**src/rtl/rst_pkg.sv**
```systemverilog
// shared constants, register map and state type of the chip reset controller
package rst_pkg;

  // clock and timing
  localparam int unsigned CLOCK_HZ = 50_000_000;
  localparam int unsigned CLOCK_NS = 1_000_000_000 / CLOCK_HZ;
  localparam int unsigned POR_TIME_MS = 22;
  localparam int unsigned POR_CYCLES = POR_TIME_MS * (CLOCK_HZ / 1000);
  localparam int unsigned SOFT_TIME_NS = 2000;
  localparam int unsigned SOFT_CYCLES = SOFT_TIME_NS / CLOCK_NS;
  localparam int unsigned USB_RST_CYCLES = 16;
  localparam int unsigned LITE_CYCLES = 8;
  localparam int unsigned CNT_W = 21;

  // register port
  localparam int unsigned ADDR_W = 8;
  localparam int unsigned DATA_W = 32;
  localparam logic [ADDR_W-1:0] HW_CONFIG_OFS = 8'h00;
  localparam logic [ADDR_W-1:0] PMT_OFS = 8'h04;
  localparam logic [ADDR_W-1:0] STRAP_OUT_OFS = 8'h08;

  // hw_config_reg fields
  localparam int unsigned HW_SOFT_BIT = 0;
  localparam int unsigned HW_LITE_BIT = 1;
  localparam int unsigned HW_GEN_LSB = 2;
  localparam int unsigned HW_GEN_W = 6;
  localparam int unsigned HW_KEEP_LSB = 8;
  localparam int unsigned HW_KEEP_W = 8;
  localparam logic [HW_GEN_W-1:0] HW_GEN_RST = 6'h00;
  localparam logic [HW_KEEP_W-1:0] HW_KEEP_RST = 8'h00;

  // power_mgmt_ctrl_reg fields
  localparam int unsigned PMT_READY_BIT = 0;
  localparam int unsigned PMT_PHY_PD_BIT = 1;
  localparam int unsigned PMT_STRAP_LSB = 8;

  // strap pins
  localparam int unsigned STRAP_W = 4;
  localparam logic [STRAP_W-1:0] STRAP_RST = 4'h0;

  // internal reset domains
  localparam int unsigned NRST = 2;
  localparam int unsigned RST_CORE = 0;
  localparam int unsigned RST_USB = 1;

  typedef enum logic [2:0] {
    ST_POR, ST_PIN, ST_RUN, ST_SOFT_WAIT, ST_SOFT, ST_BUSRST, ST_LOAD, ST_LITE
  } state_t;

endpackage : rst_pkg

```
**src/rtl/rst_req_if.sv**
```systemverilog
// carrier of internal reset requests and their released outputs
`timescale 1ns/1ps
interface rst_req_if;
  import rst_pkg::*;
  logic [NRST-1:0] req;
  logic [NRST-1:0] rst;
  modport src (output req, input rst);
  modport sync (input req, output rst);
endinterface : rst_req_if

```
**src/rtl/chip_reset_and_strap_control.sv**
```systemverilog
// chip level reset sequencer with register port and strap latch
//
// Behaviour
// - power-up holds the internal reset about 22 ms by an internal timer
// - finishing power-on reset starts a full EEPROM load
// - power-on, pin, soft and USB resets put the Ethernet PHY in power-down
// - low external reset pin resets chip; ready reads 0 until done, then 1
// - reset pin pulled high inside; unused pin means host issues soft reset
// - lite reset spares USB core, USB PHY/HSIC, part of control; PLL runs
// - lite reset reloads no USB EEPROM data and keeps USB configured
// - writing bit 0 of hw config starts soft reset; bit clears after 2 us
// - soft reset keeps the preserved control bits
// - soft reset reloads the EEPROM
// - soft reset still acks first good OUT data, then disconnects from USB
// - USB reset spares USB core and HSIC, PLL runs; follows POR, pin, soft
// - after USB reset ready reads 0 until EEPROM load ends, then 1
// - USB reset reloads only the MAC address from EEPROM
// - active-low test reset resets only the TAP controller
// - straps float in POR or pin reset, latched at release, driven otherwise
// - straps latch only on power-on or pin reset
//
// Strobed register access and the register addresses were chosen for this implementation.
`timescale 1ns/1ps
module chip_reset_and_strap_control
  import rst_pkg::*;
#(
  parameter int unsigned POR_CNT = POR_CYCLES
)(
  // clock, reset, enable
  input wire logic i_clock,
  input wire logic i_rst,
  input wire logic i_clk_en,
  // external pins
  input wire logic i_external_reset_n,
  input wire logic i_test_reset_n,
  // register port
  input wire logic [ADDR_W-1:0] i_reg_addr,
  input wire logic [DATA_W-1:0] i_reg_wdata,
  input wire logic i_reg_wr,
  input wire logic i_reg_rd,
  output logic [DATA_W-1:0] o_reg_rdata,
  // usb device core
  input wire logic i_usb_bus_reset,
  input wire logic i_out_data_ack,
  output logic o_usb_disconnect,
  // eeprom loader
  input wire logic i_eeprom_present,
  input wire logic i_eeprom_done,
  output logic o_eeprom_full_load,
  output logic o_eeprom_mac_load,
  // internal resets and power
  output logic o_core_rst,
  output logic o_usb_core_rst,
  output logic o_tap_rst,
  output logic o_pll_enable,
  output logic o_phy_power_down,
  // configuration strap pins
  input wire logic [STRAP_W-1:0] i_strap_pin,
  output logic [STRAP_W-1:0] o_strap_pin,
  output logic o_strap_oe_n,
  output logic [STRAP_W-1:0] o_strap_value
);

  localparam logic [CNT_W-1:0] POR_LOAD = CNT_W'(POR_CNT - 1);
  localparam logic [CNT_W-1:0] SOFT_LOAD = CNT_W'(SOFT_CYCLES - 1);
  localparam logic [CNT_W-1:0] USB_LOAD = CNT_W'(USB_RST_CYCLES - 1);
  localparam logic [CNT_W-1:0] LITE_LOAD = CNT_W'(LITE_CYCLES - 1);

  state_t state_q;
  state_t state_d;
  logic [CNT_W-1:0] cnt_q;
  logic [CNT_W-1:0] cnt_d;
  logic full_q;
  logic full_d;
  logic load_go;
  logic [HW_GEN_W-1:0] gen_q;
  logic [HW_KEEP_W-1:0] keep_q;
  logic phy_pd_q;
  logic ready_q;
  logic [STRAP_W-1:0] strap_out_q;
  logic [DATA_W-1:0] rdata_q;
  logic full_load_q;
  logic mac_load_q;
  logic disc_q;
  logic pll_q;
  logic oe_n_q;
  logic tap_q;

  rst_req_if rq ();

  // register decode
  wire hw_sel = (i_reg_addr == HW_CONFIG_OFS);
  wire pmt_sel = (i_reg_addr == PMT_OFS);
  wire strap_sel = (i_reg_addr == STRAP_OUT_OFS);
  wire hw_wr = i_reg_wr && hw_sel;
  wire pmt_wr = i_reg_wr && pmt_sel;
  wire strap_wr = i_reg_wr && strap_sel;
  wire soft_wr = hw_wr && i_reg_wdata[HW_SOFT_BIT];
  wire lite_wr = hw_wr && i_reg_wdata[HW_LITE_BIT];
  wire cnt_done = (cnt_q == '0);

  // state groups
  wire in_hard = (state_q == ST_POR) || (state_q == ST_PIN);
  wire in_soft = (state_q == ST_SOFT_WAIT) || (state_q == ST_SOFT);
  wire soft_start = (state_q == ST_SOFT_WAIT) && i_out_data_ack && i_external_reset_n;
  wire pd_phase = in_hard || (state_q == ST_SOFT) || (state_q == ST_BUSRST);
  wire hard_next = (state_d == ST_POR) || (state_d == ST_PIN);
  wire strap_capture_go = in_hard && !hard_next;
  wire ready_next = (state_d == ST_RUN) || (state_d == ST_LITE);

  // sequencer: the external pin overrides every other phase
  always_comb begin
    state_d = state_q;
    cnt_d = cnt_done ? cnt_q : cnt_q - 1'b1;
    full_d = full_q;
    load_go = 1'b0;
    if (!i_external_reset_n) begin
      state_d = ST_PIN;
      full_d = 1'b1;
    end else begin
      case (state_q)
        ST_POR: begin
          if (cnt_done) begin
            state_d = ST_BUSRST;
            cnt_d = USB_LOAD;
          end
        end
        ST_PIN: begin
          state_d = ST_BUSRST;
          cnt_d = USB_LOAD;
        end
        ST_RUN: begin
          if (i_usb_bus_reset) begin
            state_d = ST_BUSRST;
            full_d = 1'b0;
            cnt_d = USB_LOAD;
          end else if (soft_wr) begin
            state_d = ST_SOFT_WAIT;
          end else if (lite_wr) begin
            state_d = ST_LITE;
            cnt_d = LITE_LOAD;
          end
        end
        ST_SOFT_WAIT: begin
          if (i_out_data_ack) begin
            state_d = ST_SOFT;
            cnt_d = SOFT_LOAD;
          end
        end
        ST_SOFT: begin
          if (cnt_done) begin
            state_d = ST_BUSRST;
            full_d = 1'b1;
            cnt_d = USB_LOAD;
          end
        end
        ST_BUSRST: begin
          if (cnt_done && !i_usb_bus_reset) begin
            state_d = ST_LOAD;
            load_go = 1'b1;
          end
        end
        ST_LOAD: begin
          if (i_usb_bus_reset) begin
            state_d = ST_BUSRST;
            full_d = 1'b0;
            cnt_d = USB_LOAD;
          end else if (!i_eeprom_present || i_eeprom_done) begin
            state_d = ST_RUN;
          end
        end
        ST_LITE: begin
          // no eeprom load and no usb reset here, so usb state survives
          if (cnt_done) begin
            state_d = ST_RUN;
          end
        end
        default: begin
          state_d = ST_POR;
          cnt_d = POR_LOAD;
        end
      endcase
    end
  end

  // sequencer state; the power-on timer starts from the reset release
  always_ff @(posedge i_clock) begin
    if (i_rst) begin
      state_q <= ST_POR;
      cnt_q <= POR_LOAD;
      full_q <= 1'b1;
    end else if (i_clk_en) begin
      state_q <= state_d;
      cnt_q <= cnt_d;
      full_q <= full_d;
    end
  end

  // internal reset requests; usb core is spared by lite and usb resets
  assign rq.req[RST_CORE] = in_hard || (state_q == ST_SOFT) || (state_q == ST_BUSRST)
    || (state_q == ST_LITE);
  assign rq.req[RST_USB] = in_hard || (state_q == ST_SOFT);

  rst_release_sync u_sync (
    .i_clock (i_clock),
    .i_rst (i_rst),
    .i_clk_en (i_clk_en),
    .rq (rq.sync)
  );

  // hw_config_reg: general bits cleared by soft reset, preserved bits are not
  always_ff @(posedge i_clock) begin
    if (i_rst || !i_external_reset_n) begin
      gen_q <= HW_GEN_RST;
      keep_q <= HW_KEEP_RST;
    end else if (i_clk_en) begin
      if (soft_start) begin
        gen_q <= HW_GEN_RST;
      end else if (hw_wr) begin
        gen_q <= i_reg_wdata[HW_GEN_LSB +: HW_GEN_W];
      end
      if (hw_wr) begin
        keep_q <= i_reg_wdata[HW_KEEP_LSB +: HW_KEEP_W];
      end
    end
  end

  // phy power-down: power-on, pin, soft and usb reset phases set it and win over a software clear
  always_ff @(posedge i_clock) begin
    if (i_rst) begin
      phy_pd_q <= 1'b1;
    end else if (i_clk_en) begin
      if (pd_phase) begin
        phy_pd_q <= 1'b1;
      end else if (pmt_wr) begin
        phy_pd_q <= i_reg_wdata[PMT_PHY_PD_BIT];
      end
    end
  end

  // readiness and software strap drive value
  always_ff @(posedge i_clock) begin
    if (i_rst) begin
      ready_q <= 1'b0;
      strap_out_q <= STRAP_RST;
    end else if (i_clk_en) begin
      ready_q <= ready_next;
      if (strap_wr) begin
        strap_out_q <= i_reg_wdata[STRAP_W-1:0];
      end
    end
  end

  // read mux; soft and lite bits read 1 until their reset completes
  wire [DATA_W-1:0] hw_rd = {
    {(DATA_W - HW_KEEP_LSB - HW_KEEP_W){1'b0}}, keep_q, gen_q,
    (state_q == ST_LITE), in_soft
  };
  wire [DATA_W-1:0] pmt_rd = {
    {(DATA_W - PMT_STRAP_LSB - STRAP_W){1'b0}}, o_strap_value,
    {(PMT_STRAP_LSB - 2){1'b0}}, phy_pd_q, ready_q
  };
  wire [DATA_W-1:0] strap_rd = {{(DATA_W - STRAP_W){1'b0}}, strap_out_q};
  wire [DATA_W-1:0] rd_mux = hw_sel ? hw_rd : pmt_sel ? pmt_rd : strap_sel ? strap_rd : '0;

  // read data stand only in the cycle after the strobe
  always_ff @(posedge i_clock) begin
    if (i_rst) begin
      rdata_q <= '0;
    end else if (i_clk_en) begin
      rdata_q <= i_reg_rd ? rd_mux : '0;
    end
  end

  // eeprom load strobes: full after power-on, pin and soft, mac only otherwise
  always_ff @(posedge i_clock) begin
    if (i_rst) begin
      full_load_q <= 1'b0;
      mac_load_q <= 1'b0;
    end else if (i_clk_en) begin
      full_load_q <= load_go && i_eeprom_present && full_q;
      mac_load_q <= load_go && i_eeprom_present && !full_q;
    end
  end

  // usb link, pll and strap pin control
  always_ff @(posedge i_clock) begin
    if (i_rst) begin
      disc_q <= 1'b1;
      pll_q <= 1'b0;
      oe_n_q <= 1'b1;
    end else if (i_clk_en) begin
      disc_q <= hard_next || (state_d == ST_SOFT);
      pll_q <= !hard_next;
      oe_n_q <= hard_next;
    end
  end

  // tap reset follows only the test reset pin
  always_ff @(posedge i_clock) begin
    if (i_rst) begin
      tap_q <= 1'b1;
    end else if (i_clk_en) begin
      tap_q <= !i_test_reset_n;
    end
  end

  // straps are sampled in the cycle that power-on or pin reset releases
  strap_capture u_strap (
    .i_clock (i_clock),
    .i_rst (i_rst),
    .i_clk_en (i_clk_en),
    .i_capture (strap_capture_go),
    .i_pins (i_strap_pin),
    .o_value (o_strap_value)
  );

  // outputs
  assign o_reg_rdata = rdata_q;
  assign o_usb_disconnect = disc_q;
  assign o_eeprom_full_load = full_load_q;
  assign o_eeprom_mac_load = mac_load_q;
  assign o_core_rst = rq.rst[RST_CORE];
  assign o_usb_core_rst = rq.rst[RST_USB];
  assign o_tap_rst = tap_q;
  assign o_pll_enable = pll_q;
  assign o_phy_power_down = phy_pd_q;
  assign o_strap_pin = strap_out_q;
  assign o_strap_oe_n = oe_n_q;

endmodule : chip_reset_and_strap_control

```
**src/rtl/rst_release_sync.sv**
```systemverilog
// immediate assertion, clock-aligned release of each internal reset
`timescale 1ns/1ps
module rst_release_sync
  import rst_pkg::*;
(
  // clock and control
  input wire logic i_clock,
  input wire logic i_rst,
  input wire logic i_clk_en,
  // requests in, resets out
  rst_req_if.sync rq
);

  genvar g;
  generate
    for (g = 0; g < NRST; g++) begin : g_dom
      logic stage1_q;
      logic stage2_q;
      logic out_q;
      // stage1 feeds only stage2; output asserts at once, releases after two more edges
      always_ff @(posedge i_clock) begin
        if (i_rst) begin
          stage1_q <= 1'b1;
          stage2_q <= 1'b1;
          out_q <= 1'b1;
        end else if (i_clk_en) begin
          stage1_q <= rq.req[g];
          stage2_q <= stage1_q;
          out_q <= rq.req[g] | stage2_q;
        end
      end
      assign rq.rst[g] = out_q;
    end
  endgenerate

endmodule : rst_release_sync

```
**src/rtl/strap_capture.sv**
```systemverilog
// latch of the configuration strap pins at reset release
`timescale 1ns/1ps
module strap_capture
  import rst_pkg::*;
(
  // clock and control
  input wire logic i_clock,
  input wire logic i_rst,
  input wire logic i_clk_en,
  // capture strobe and pins
  input wire logic i_capture,
  input wire logic [STRAP_W-1:0] i_pins,
  // latched defaults
  output logic [STRAP_W-1:0] o_value
);

  genvar g;
  generate
    for (g = 0; g < STRAP_W; g++) begin : g_bit
      logic val_q;
      // only the caller's strobe loads a pin value; i_rst loads the default, other resets never touch it
      always_ff @(posedge i_clock) begin
        if (i_rst) begin
          val_q <= STRAP_RST[g];
        end else if (i_clk_en && i_capture) begin
          val_q <= i_pins[g];
        end
      end
      assign o_value[g] = val_q;
    end
  endgenerate

endmodule : strap_capture

```
**config.mk**
```make
export PLATFORM = sky130hd
export DESIGN_NAME = chip_reset_and_strap_control
export DESIGN_NICKNAME = d
export VERILOG_FILES = /design/src/rtl/rst_pkg.sv /design/src/rtl/rst_req_if.sv /design/src/rtl/chip_reset_and_strap_control.sv /design/src/rtl/rst_release_sync.sv /design/src/rtl/strap_capture.sv
export SDC_FILE = /design/constraint.sdc
export NUM_CORES = 1
export LEC_CHECK = 0
export BUFFER_PORTS_ARGS = -buffer_cell sky130_fd_sc_hd__buf_2
export CAP_MARGIN = 5
export CORE_ASPECT_RATIO = 0.6
export CORE_MARGIN = 2
export CORE_UTILIZATION = 53
export DETAILED_ROUTE_END_ITERATION = 8
export PLACE_DENSITY = 0.8
export SYNTH_ARGS = -nofsm -noshare
export SYNTH_HDL_FRONTEND = slang
export SYNTH_SLANG_ARGS = --single-unit
```
**constraint.sdc**
```tcl
create_clock -name i_clock -period 3.09 [get_ports i_clock]
set_clock_uncertainty 0.1 [all_clocks]
set_input_delay 0.1545 -clock i_clock [delete_from_list [all_inputs] [get_ports i_clock]]
set_output_delay 0.1545 -clock i_clock [all_outputs]
set_load 0.02 [all_outputs]
```
# Yosys cells after proc, flatten, opt, wreduce, memory -nomap -nowiden
# Index checks and enable logic that the tools add are counted.
# op_classes
mux	35
reduce_logical	42
add_sub_neg	1
bitwise_logic	2
n_eq_ne	16
# op_table
operator	count
21-bit 2-to-1 mux	8
21-bit one-hot mux with 5 select lines	1
16-bit 2-to-1 mux	2
3-bit 2-to-1 mux	10
21-bit zero test	1
3-bit one-hot mux with 7 select lines	1
21-bit by 1-bit subtractor with 21-bit output, second input constant	1
3-bit == test, second input constant	6
1-bit logical AND	13
12-bit 2-to-1 mux	1
6-bit 2-to-1 mux	2
1-bit logical OR	10
3-bit by 2-bit == test with 1-bit output, second input constant	3
8-bit by 3-bit == test with 1-bit output, second input constant	1
8-bit by 4-bit == test with 1-bit output, second input constant	1
8-bit zero test	1
1-bit 2-to-1 mux	8
2-bit AND reduction	4
3-bit by 1-bit == test with 1-bit output, second input constant	2
1-bit zero test	6
3-bit zero test	2
3-bit by 2-bit inequality test with 1-bit output, second input constant	2
4-bit 2-to-1 mux	1
4-bit AND reduction	1
other kinds (5)	8
# totals
word_cells	121
out_inout_bits	49
inputBits	55
register_bits	93

# Depth between registers and ports, before layout
# Gate-level depths: netlist (run 1).
# depth
ltp_word	13
ltp_mapped	11
mapped_depth_nobuf	11

# Cells and area by module
# From an unflattened synthesis (run 1), not the netlist that was laid out.
# unflattened
hier_cells	494
hier_area_um2	4073.9
# modules_own_cells
mod	instances	cells_per_inst	area_each_um2	seq_area_each_um2
chip_reset_and_strap_control	1	448	3603.5	1341.3
rst_release_sync	1	24	264.0	120.1
strap_capture	1	22	206.4	80.1

# Worst setup path after synthesis (run 1)
# OpenSTA, ideal clock, no wires.
# synth_timing
kind	reg2reg
startpoint	register cnt_q[0]
endpoint	register cnt_q[0]
synth_period_minus_slack_ns	2.332
t_arrival_ns	2.097
setup_slack_ns	0.758
required_ns	2.855
n_path_buf	0
setup_ns	0.135
path_stages_with_launch	10
cell_sequence	dfxtp_1 -> inv_1 -> ha_1 -> or3b_1 -> nor3_2 -> nand2_2 -> ha_1 -> a21boi_0 -> a311oi_1 -> o21ai_0
# synth_between
elab_chain_len	7
word_cells_on_any_way	11
classes_between	1 x add/sub; 9 x mux; 1 x reduce/logical
# synth_lines
item	line	text
start, declared	chip_reset_and_strap_control.sv:71	logic [CNT_W-1:0] cnt_q;
start signal, assigned	chip_reset_and_strap_control.sv:194	cnt_q <= cnt_d;
21-bit by 1-bit subtractor with 21-bit output or 21-bit zero test (tied branches)	chip_reset_and_strap_control.sv:114, chip_reset_and_strap_control.sv:100	
21-bit 2-to-1 mux	chip_reset_and_strap_control.sv:114	cnt_d = cnt_done ? cnt_q : cnt_q - 1'b1;
21-bit 2-to-1 mux	chip_reset_and_strap_control.sv:139	end else if (lite_wr) begin
21-bit 2-to-1 mux	chip_reset_and_strap_control.sv:137	end else if (soft_wr) begin
21-bit 2-to-1 mux	chip_reset_and_strap_control.sv:133	if (i_usb_bus_reset) begin
21-bit one-hot mux with 5 select lines	chip_reset_and_strap_control.sv:121	case (state_q)
21-bit 2-to-1 mux (*)	chip_reset_and_strap_control.sv:117	if (!i_external_reset_n) begin
# Mark *: on every way between the ends. The rest lies on a longest branch, timed or not.
# A chain may end at the register's enable or synchronous reset.

# Worst setup path after layout (run 1)
# layout_timing
startpoint	register cnt_q[0]
endpoint	register cnt_q[7]
# The elaborated chain is that of the path after synthesis.

==> results_dict.tcl, run 1 <==
set metrics [dict create \
    outcome "complete, no violations" \
    dp_hpwl_um 7720 \
    synth.avg_cell_area_um2 8.44 \
    netlist.area_leader.share 0.384 \
    grt_overflow_total 0 \
    grt_max_degree 37 \
    slew_violations 0 \
    async_reset_ff_frac 0 \
    cts.root.buffer_cell "clkbuf_16" \
    p_leak_nw 1.93 \
    finalCritPeriodShare 0.872 \
    grtUsageTotal 0.278 \
    drt_iter0_drc 452 \
    cp.required_ps 3210 \
    core-area_mm2 0.00730 \
    clk_latency_ps 340 \
    synth-edff-count 0 \
    cp.arrival_ps 2820 \
    ys_warn_count 0 \
    die_h_um 71.4 \
    final_nets 607 \
    max-slew-margin-rel 0.508 \
    antenna-diode-count 0 \
    worst_pin_slew_ps 737 \
    synth-seq-area-share 0.384 \
    area_delta_synth_final_pct 21.2 \
    whs_path_depth 3 \
    hold_viol 0 \
    start_util 0.550 \
    syn_inst 475 \
    hold_path_class "in -> reg" \
    final_common_cell "dfxtp_1" \
    synthFlopType "dfxtp_1" \
    cts_buffer_depth 2 \
    grt_pass1_wl_um 18000 \
    rr_worst_depth 8 \
    antenna_found_initial 0 \
    vias 4021 \
    worst_slack_ps 396 \
    die_area_mm2 0.00830 \
    route.detailed.drc 0 \
    post_cts_resized 0 \
    drive_gt1_frac 0.218 \
    rsz0062_at_grt "false" \
    cp-start-kind "flop" \
    ys_types 72 \
    period_minus_slack_ps 2690 \
    wirelength_um 11100 \
    grt_pass1_vias 3531 \
    syn_area_mm2 0.00401 \
    ff2ff_setup_slack_ps 400 \
    setup-tns-final_ps 0 \
    synthTopCellsByArea "dfxtp_1 38%, nor2_1 6.4%, mux2i_1 4.5%, buf_4 3.7%, nand2_1 3.7%" \
    numCtsBuffers 9 \
    place_inst 624 \
    clkTransAtPathRegs_ps 60 \
    max_cap_violations 0 \
    htreeDepth 3 \
    avgRoutedWirePerCell_um 16.9 \
    ir_drop_mv 0.386 \
    fmax_mhz 371 \
    cts_tree "built" \
    cp_max_fo 9 \
    path_class "reg -> reg" \
    cellPowerDensity_mw_per_mm2 493 \
    synth-seq-cells 77 \
    layout_common_cells "77 x dfxtp_1, 71 x buf_2, 68 x nor2_1, 40 x nand2_1" \
    row_count 24 \
    stdcell_count 659 \
    dp_slack_ps 470 \
    ant_nets 0 \
    critPathCaptureType "flop" \
    final-setup-viol-count 0 \
    drtPass1Iterations 6 \
    cts_sinks 77 \
    holdWs_ps 7.63 \
    io_pins 104 \
    die_x_um 116 \
    synth_largest_area_cell "dfxtp_1" \
    io_buffers 71 \
    routabilityCongestion 0.964 \
    via_per_inst 6.10 \
]
==> critical path, stage by stage, from the launching register on <==
cell and delay [ps]:
dfxtp_1 360, inv_1 70, ha_1 180, or3b_1 460, nor3_2 320, nand2_2 220, a21oi_4 330, nor2_1 190
a221o_1 350
==> routing by layer <==
layer | track usage | vias to the layer above | wire length [um]
li1 | - | 1852 | -
met1 | 0.404 | 1907 | 4910
met2 | 0.388 | 232 | 4790
met3 | 0.0905 | 30 | 1240
met4 | 0.0913 | 0 | 203
met5 | 0 | - | 0
==> state kept, by name (all words and copies together) (netlist names), 2 cells and up <==
name and flops:
cnt_q 21, o_reg_rdata 16, keep_q 8, gen_q 6, o_strap_pin 4, u_strap.g_bit.val_q 4, state_q 3, u_sync.g_dom.out_q 2
u_sync.g_dom.stage1_q 2, u_sync.g_dom.stage2_q 2
==> power by group <==
group          internal, mW  leakage [nW]  switching (mW)
Clock                 0.712         0.161           0.432
Combinational        0.0847          1.14           0.144
Sequential             1.01         0.623          0.0179
Total                  1.80          1.93           0.594
==> synth_stat cells, types with 4 or more instances <==
cell / number
a21o_1: 4
a21oi_1: 19
a221o_1: 6
a221oi_1: 4
a222oi_1: 5
a22oi_1: 15
buf_2: 5
buf_4: 20
clkbuf_1: 23
dfxtp_1: 77
inv_1: 11
mux2i_1: 18
nand2_1: 40
nand3_1: 10
nand4_1: 5
nor2_1: 68
nor2b_1: 8
nor3_1: 12
nor4_1: 9
o21ai_0: 19
o21ai_1: 7
or2_2: 4
or3_1: 5
xnor2_1: 4
==> metrics by stage <==
stage,total power [mW],util,cell area (um^2)
after CTS,2.39,0.666,4860
after floorplan,1.20,-,4070
after global routing,2.47,0.666,4860
after detailed placement,1.25,0.596,4350
final,2.40,0.666,4860
after global placement,1.24,0.596,4350
==> cell type report <==
class | instances | area, um^2
Inverter | 12 | 45.0
Clock buffer | 9 | 225
Multi-Input combinational cell | 351 | 2210
Fill cell | 569 | 2440
Clock inverter | 7 | 96.3
Timing Repair Buffer | 99 | 613
Tap cell | 104 | 130
Sequential cell | 77 | 1540
==> path summary, 6_finish.rpt <==
kind                                startpoint             end
worst max register to register        cnt_q[0]        cnt_q[7]
worst max-delay path                  cnt_q[0]        cnt_q[7]
worst min-delay path            i_reg_wdata[0]  o_strap_pin[0]
worst min register to register  o_reg_rdata[2]  o_reg_rdata[2]
==> cell families (layout without fill, tap and decap cells) <==
kind of cell             after synthesis  after routing  synth area share
AND/OR/NAND/NOR                      189            189             0.241
adder cells (fa/ha/maj)                2              2           0.00624
multiplexers                          18             18            0.0449
AO/OA/AOI/OAI                        119            119             0.226
flip-flops                            77             77             0.384
buffers and inverters                 62            127            0.0805
XOR/XNOR                               7              7            0.0153
other                                  1             16          0.000935
==> repair_timing <==
item                      4_1_cts  5_1_grt
setup buffers                   0        0
hold buffers                   19        0
hold endpoints to repair       20        0
(Power assumes the default switching activity.)
==> run 2, diff against run 1 <==
- CELL_PAD_IN_SITES_DETAIL_PLACEMENT: unset -> 1
- CELL_PAD_IN_SITES_GLOBAL_PLACEMENT: unset -> 1
- CORE_UTILIZATION: 53 -> 42
- PLACE_DENSITY: 0.8 -> unset
- PLACE_DENSITY_LB_ADDON: unset -> 0.1
- clock period: 3.09 -> 3.4 ns (I/O delays scaled with it)
==> results_dict.tcl, run 2 (same netlist as run 1, synthesis figures left out) <==
set metrics [dict create \
    fin_util 0.529 \
    drive_gt1_frac 0.215 \
    outcome "complete, no violations" \
    path_delay_family "simple AND/OR/NAND/NOR gates" \
    cp.arrival_ps 2840 \
    wirelength_um 12300 \
    critical_path_cell_count 8 \
    ir_drop_mv 0.317 \
    fmax_mhz 368 \
    io_pins 104 \
    crit_slowest_cell "or3b_1" \
    p_leak_nw 1.91 \
    place_inst 650 \
    cts_buffer_depth 2 \
    period_minus_slack_ps 2720 \
    final-setup-viol-count 0 \
    cts_sinks 77 \
    rr_worst_depth 8 \
    final_common_cell "dfxtp_1" \
    layout_common_cells "77 x dfxtp_1, 71 x buf_2, 68 x nor2_1, 40 x nand2_1" \
    r2r-end "cnt_q[7]" \
    slew_violations 0 \
    top_register "cnt_q" \
    worst_pin_slew_ps 761 \
    startpoint "cnt_q[0]" \
    avgRoutedWirePerCell_um 18.1 \
    drt_iter0_drc 290 \
    cp_max_fo 9 \
    cp.required_ps 3520 \
    die_x_um 130 \
    cp-start-kind "flop" \
    die_h_um 79.7 \
    clkTransAtPathRegs_ps 60 \
    final_nets 606 \
    crit_chain "inv_1 > ha_1 > or3b_1 > nor3_2 > nand2_2 > a21oi_4 > nor2_1 > a221o_1" \
    core-area_mm2 0.00922 \
    cellPowerDensity_mw_per_mm2 445 \
    finalCritPeriodShare 0.800 \
    routabilityCongestion 0.878 \
    numCtsBuffers 9 \
    crit_path_end "cnt_q[7]" \
    die_area_mm2 0.0104 \
    row_count 27 \
    area_delta_synth_final_pct 21.6 \
    rsz0062_at_grt "false" \
    critPathCaptureType "flop" \
    via_per_inst 5.64 \
    grt_pass1_vias 3763 \
    dp_slack_ps 682 \
    cts_tree "built" \
    max_stage_delay_ps 460 \
    largest_reg_flops 21 \
    stdcell_count 683 \
    drtPass1Iterations 4 \
    start_util 0.435 \
    path_class "reg -> reg" \
    hold_viol 0 \
    cts.root.buffer_cell "clkbuf_16" \
    max_cap_violations 0 \
    hold_path_class "in -> reg" \
    clk_latency_ps 340 \
    worst_slack_ps 680 \
    grt_overflow_total 0 \
    dp_hpwl_um 8950 \
    route.detailed.drc 0 \
    io_buffers 71 \
    grt_pass1_wl_um 19700 \
    grtUsageTotal 0.248 \
    antenna_found_initial 0 \
    worstReg2RegStart "cnt_q[0]" \
    post_cts_resized 0 \
    antenna-diode-count 0 \
    grt_max_degree 37 \
    htreeDepth 3 \
    max-slew-margin-rel 0.493 \
    setup-tns-final_ps 0 \
    ant_nets 0 \
    ff2ff_setup_slack_ps 680 \
    vias 3851 \
    critPathBufInv 1 \
]
## run 2: changes by cell type in the layout (fill, tap and decap cells not counted)
cell,before,now
inv_6,3,0
clkbuf_1,0,1
clkbuf_8,0,1
clkinv_2,2,1
clkinvlp_4,0,1
dlygate4sd3_1,19,18
## run 2: worst min-delay path by stage
stage / slack [ps] / to / depth (start not counted) / startpoint
floorplan: 210 / u_strap.g_bit[0].val_q / 2 / i_strap_pin[0]
global placement: 310 / keep_q[1] / 3 / i_reg_wdata[9]
detailed placement: 320 / gen_q[5] / 3 / i_reg_wdata[7]
CTS: 20 / o_tap_rst / 4 / i_test_reset_n
global route: 40 / o_strap_pin[0] / 3 / i_reg_wdata[0]
finish: 20 / o_tap_rst / 4 / i_test_reset_n
## run 2: area by class of cell
type / instances / area, um^2
Sequential cell: 77 / 1540
Inverter: 12 / 45.0
Multi-Input combinational cell: 351 / 2210
Timing Repair Buffer: 98 / 603
Clock inverter: 4 / 72.6
Tap cell: 130 / 163
Fill cell: 1137 / 4350
Clock buffer: 11 / 243
## run 2: timing repair
| item | in CTS | in global routing |
|---|---|---|
| hold buffers | 18 | 0 |
| endpoints found under the hold margin | 19 | 0 |
| setup endpoints to repair | 0 | 0 |
| buffers inserted | 0 | 0 |
## run 2: routing by layer
metal	GRT usage	vias up	routed length [um]
met2	0.363	127	5140
met4	0.0581	0	95
met3	0.0576	9	863
li1	-	1832	-
met5	0	-	0
met1	0.366	1883	6240
## run 2: tightest hold or removal path: cells and delay by family
kind / cells / cell delay [ps]
buffers and inverters: 1 / 80
AND/OR/NAND/NOR: 2 / 90
AO/OA/AOI/OAI: 1 / 70
## run 2: power by group
| part | leakage [nW] | switching (mW) | internal (mW) | total [mW] |
|---|---|---|---|---|
| clock network | 0.152 | 0.368 | 0.657 | 1.03 |
| logic | 1.14 | 0.136 | 0.0768 | 0.213 |
| registers | 0.623 | 0.0141 | 0.915 | 0.929 |
## run 2: through the flow
stage | total power, mW | cell area [um^2] | hold slack (ps)
final | 2.17 | 4870 | 19.4
after global routing | 2.24 | 4870 | 37.9
after floorplan | 1.09 | 4070 | 209
after detailed placement | 1.14 | 4380 | 323
after global placement | 1.14 | 4380 | 308
after CTS | 2.18 | 4870 | 20.3
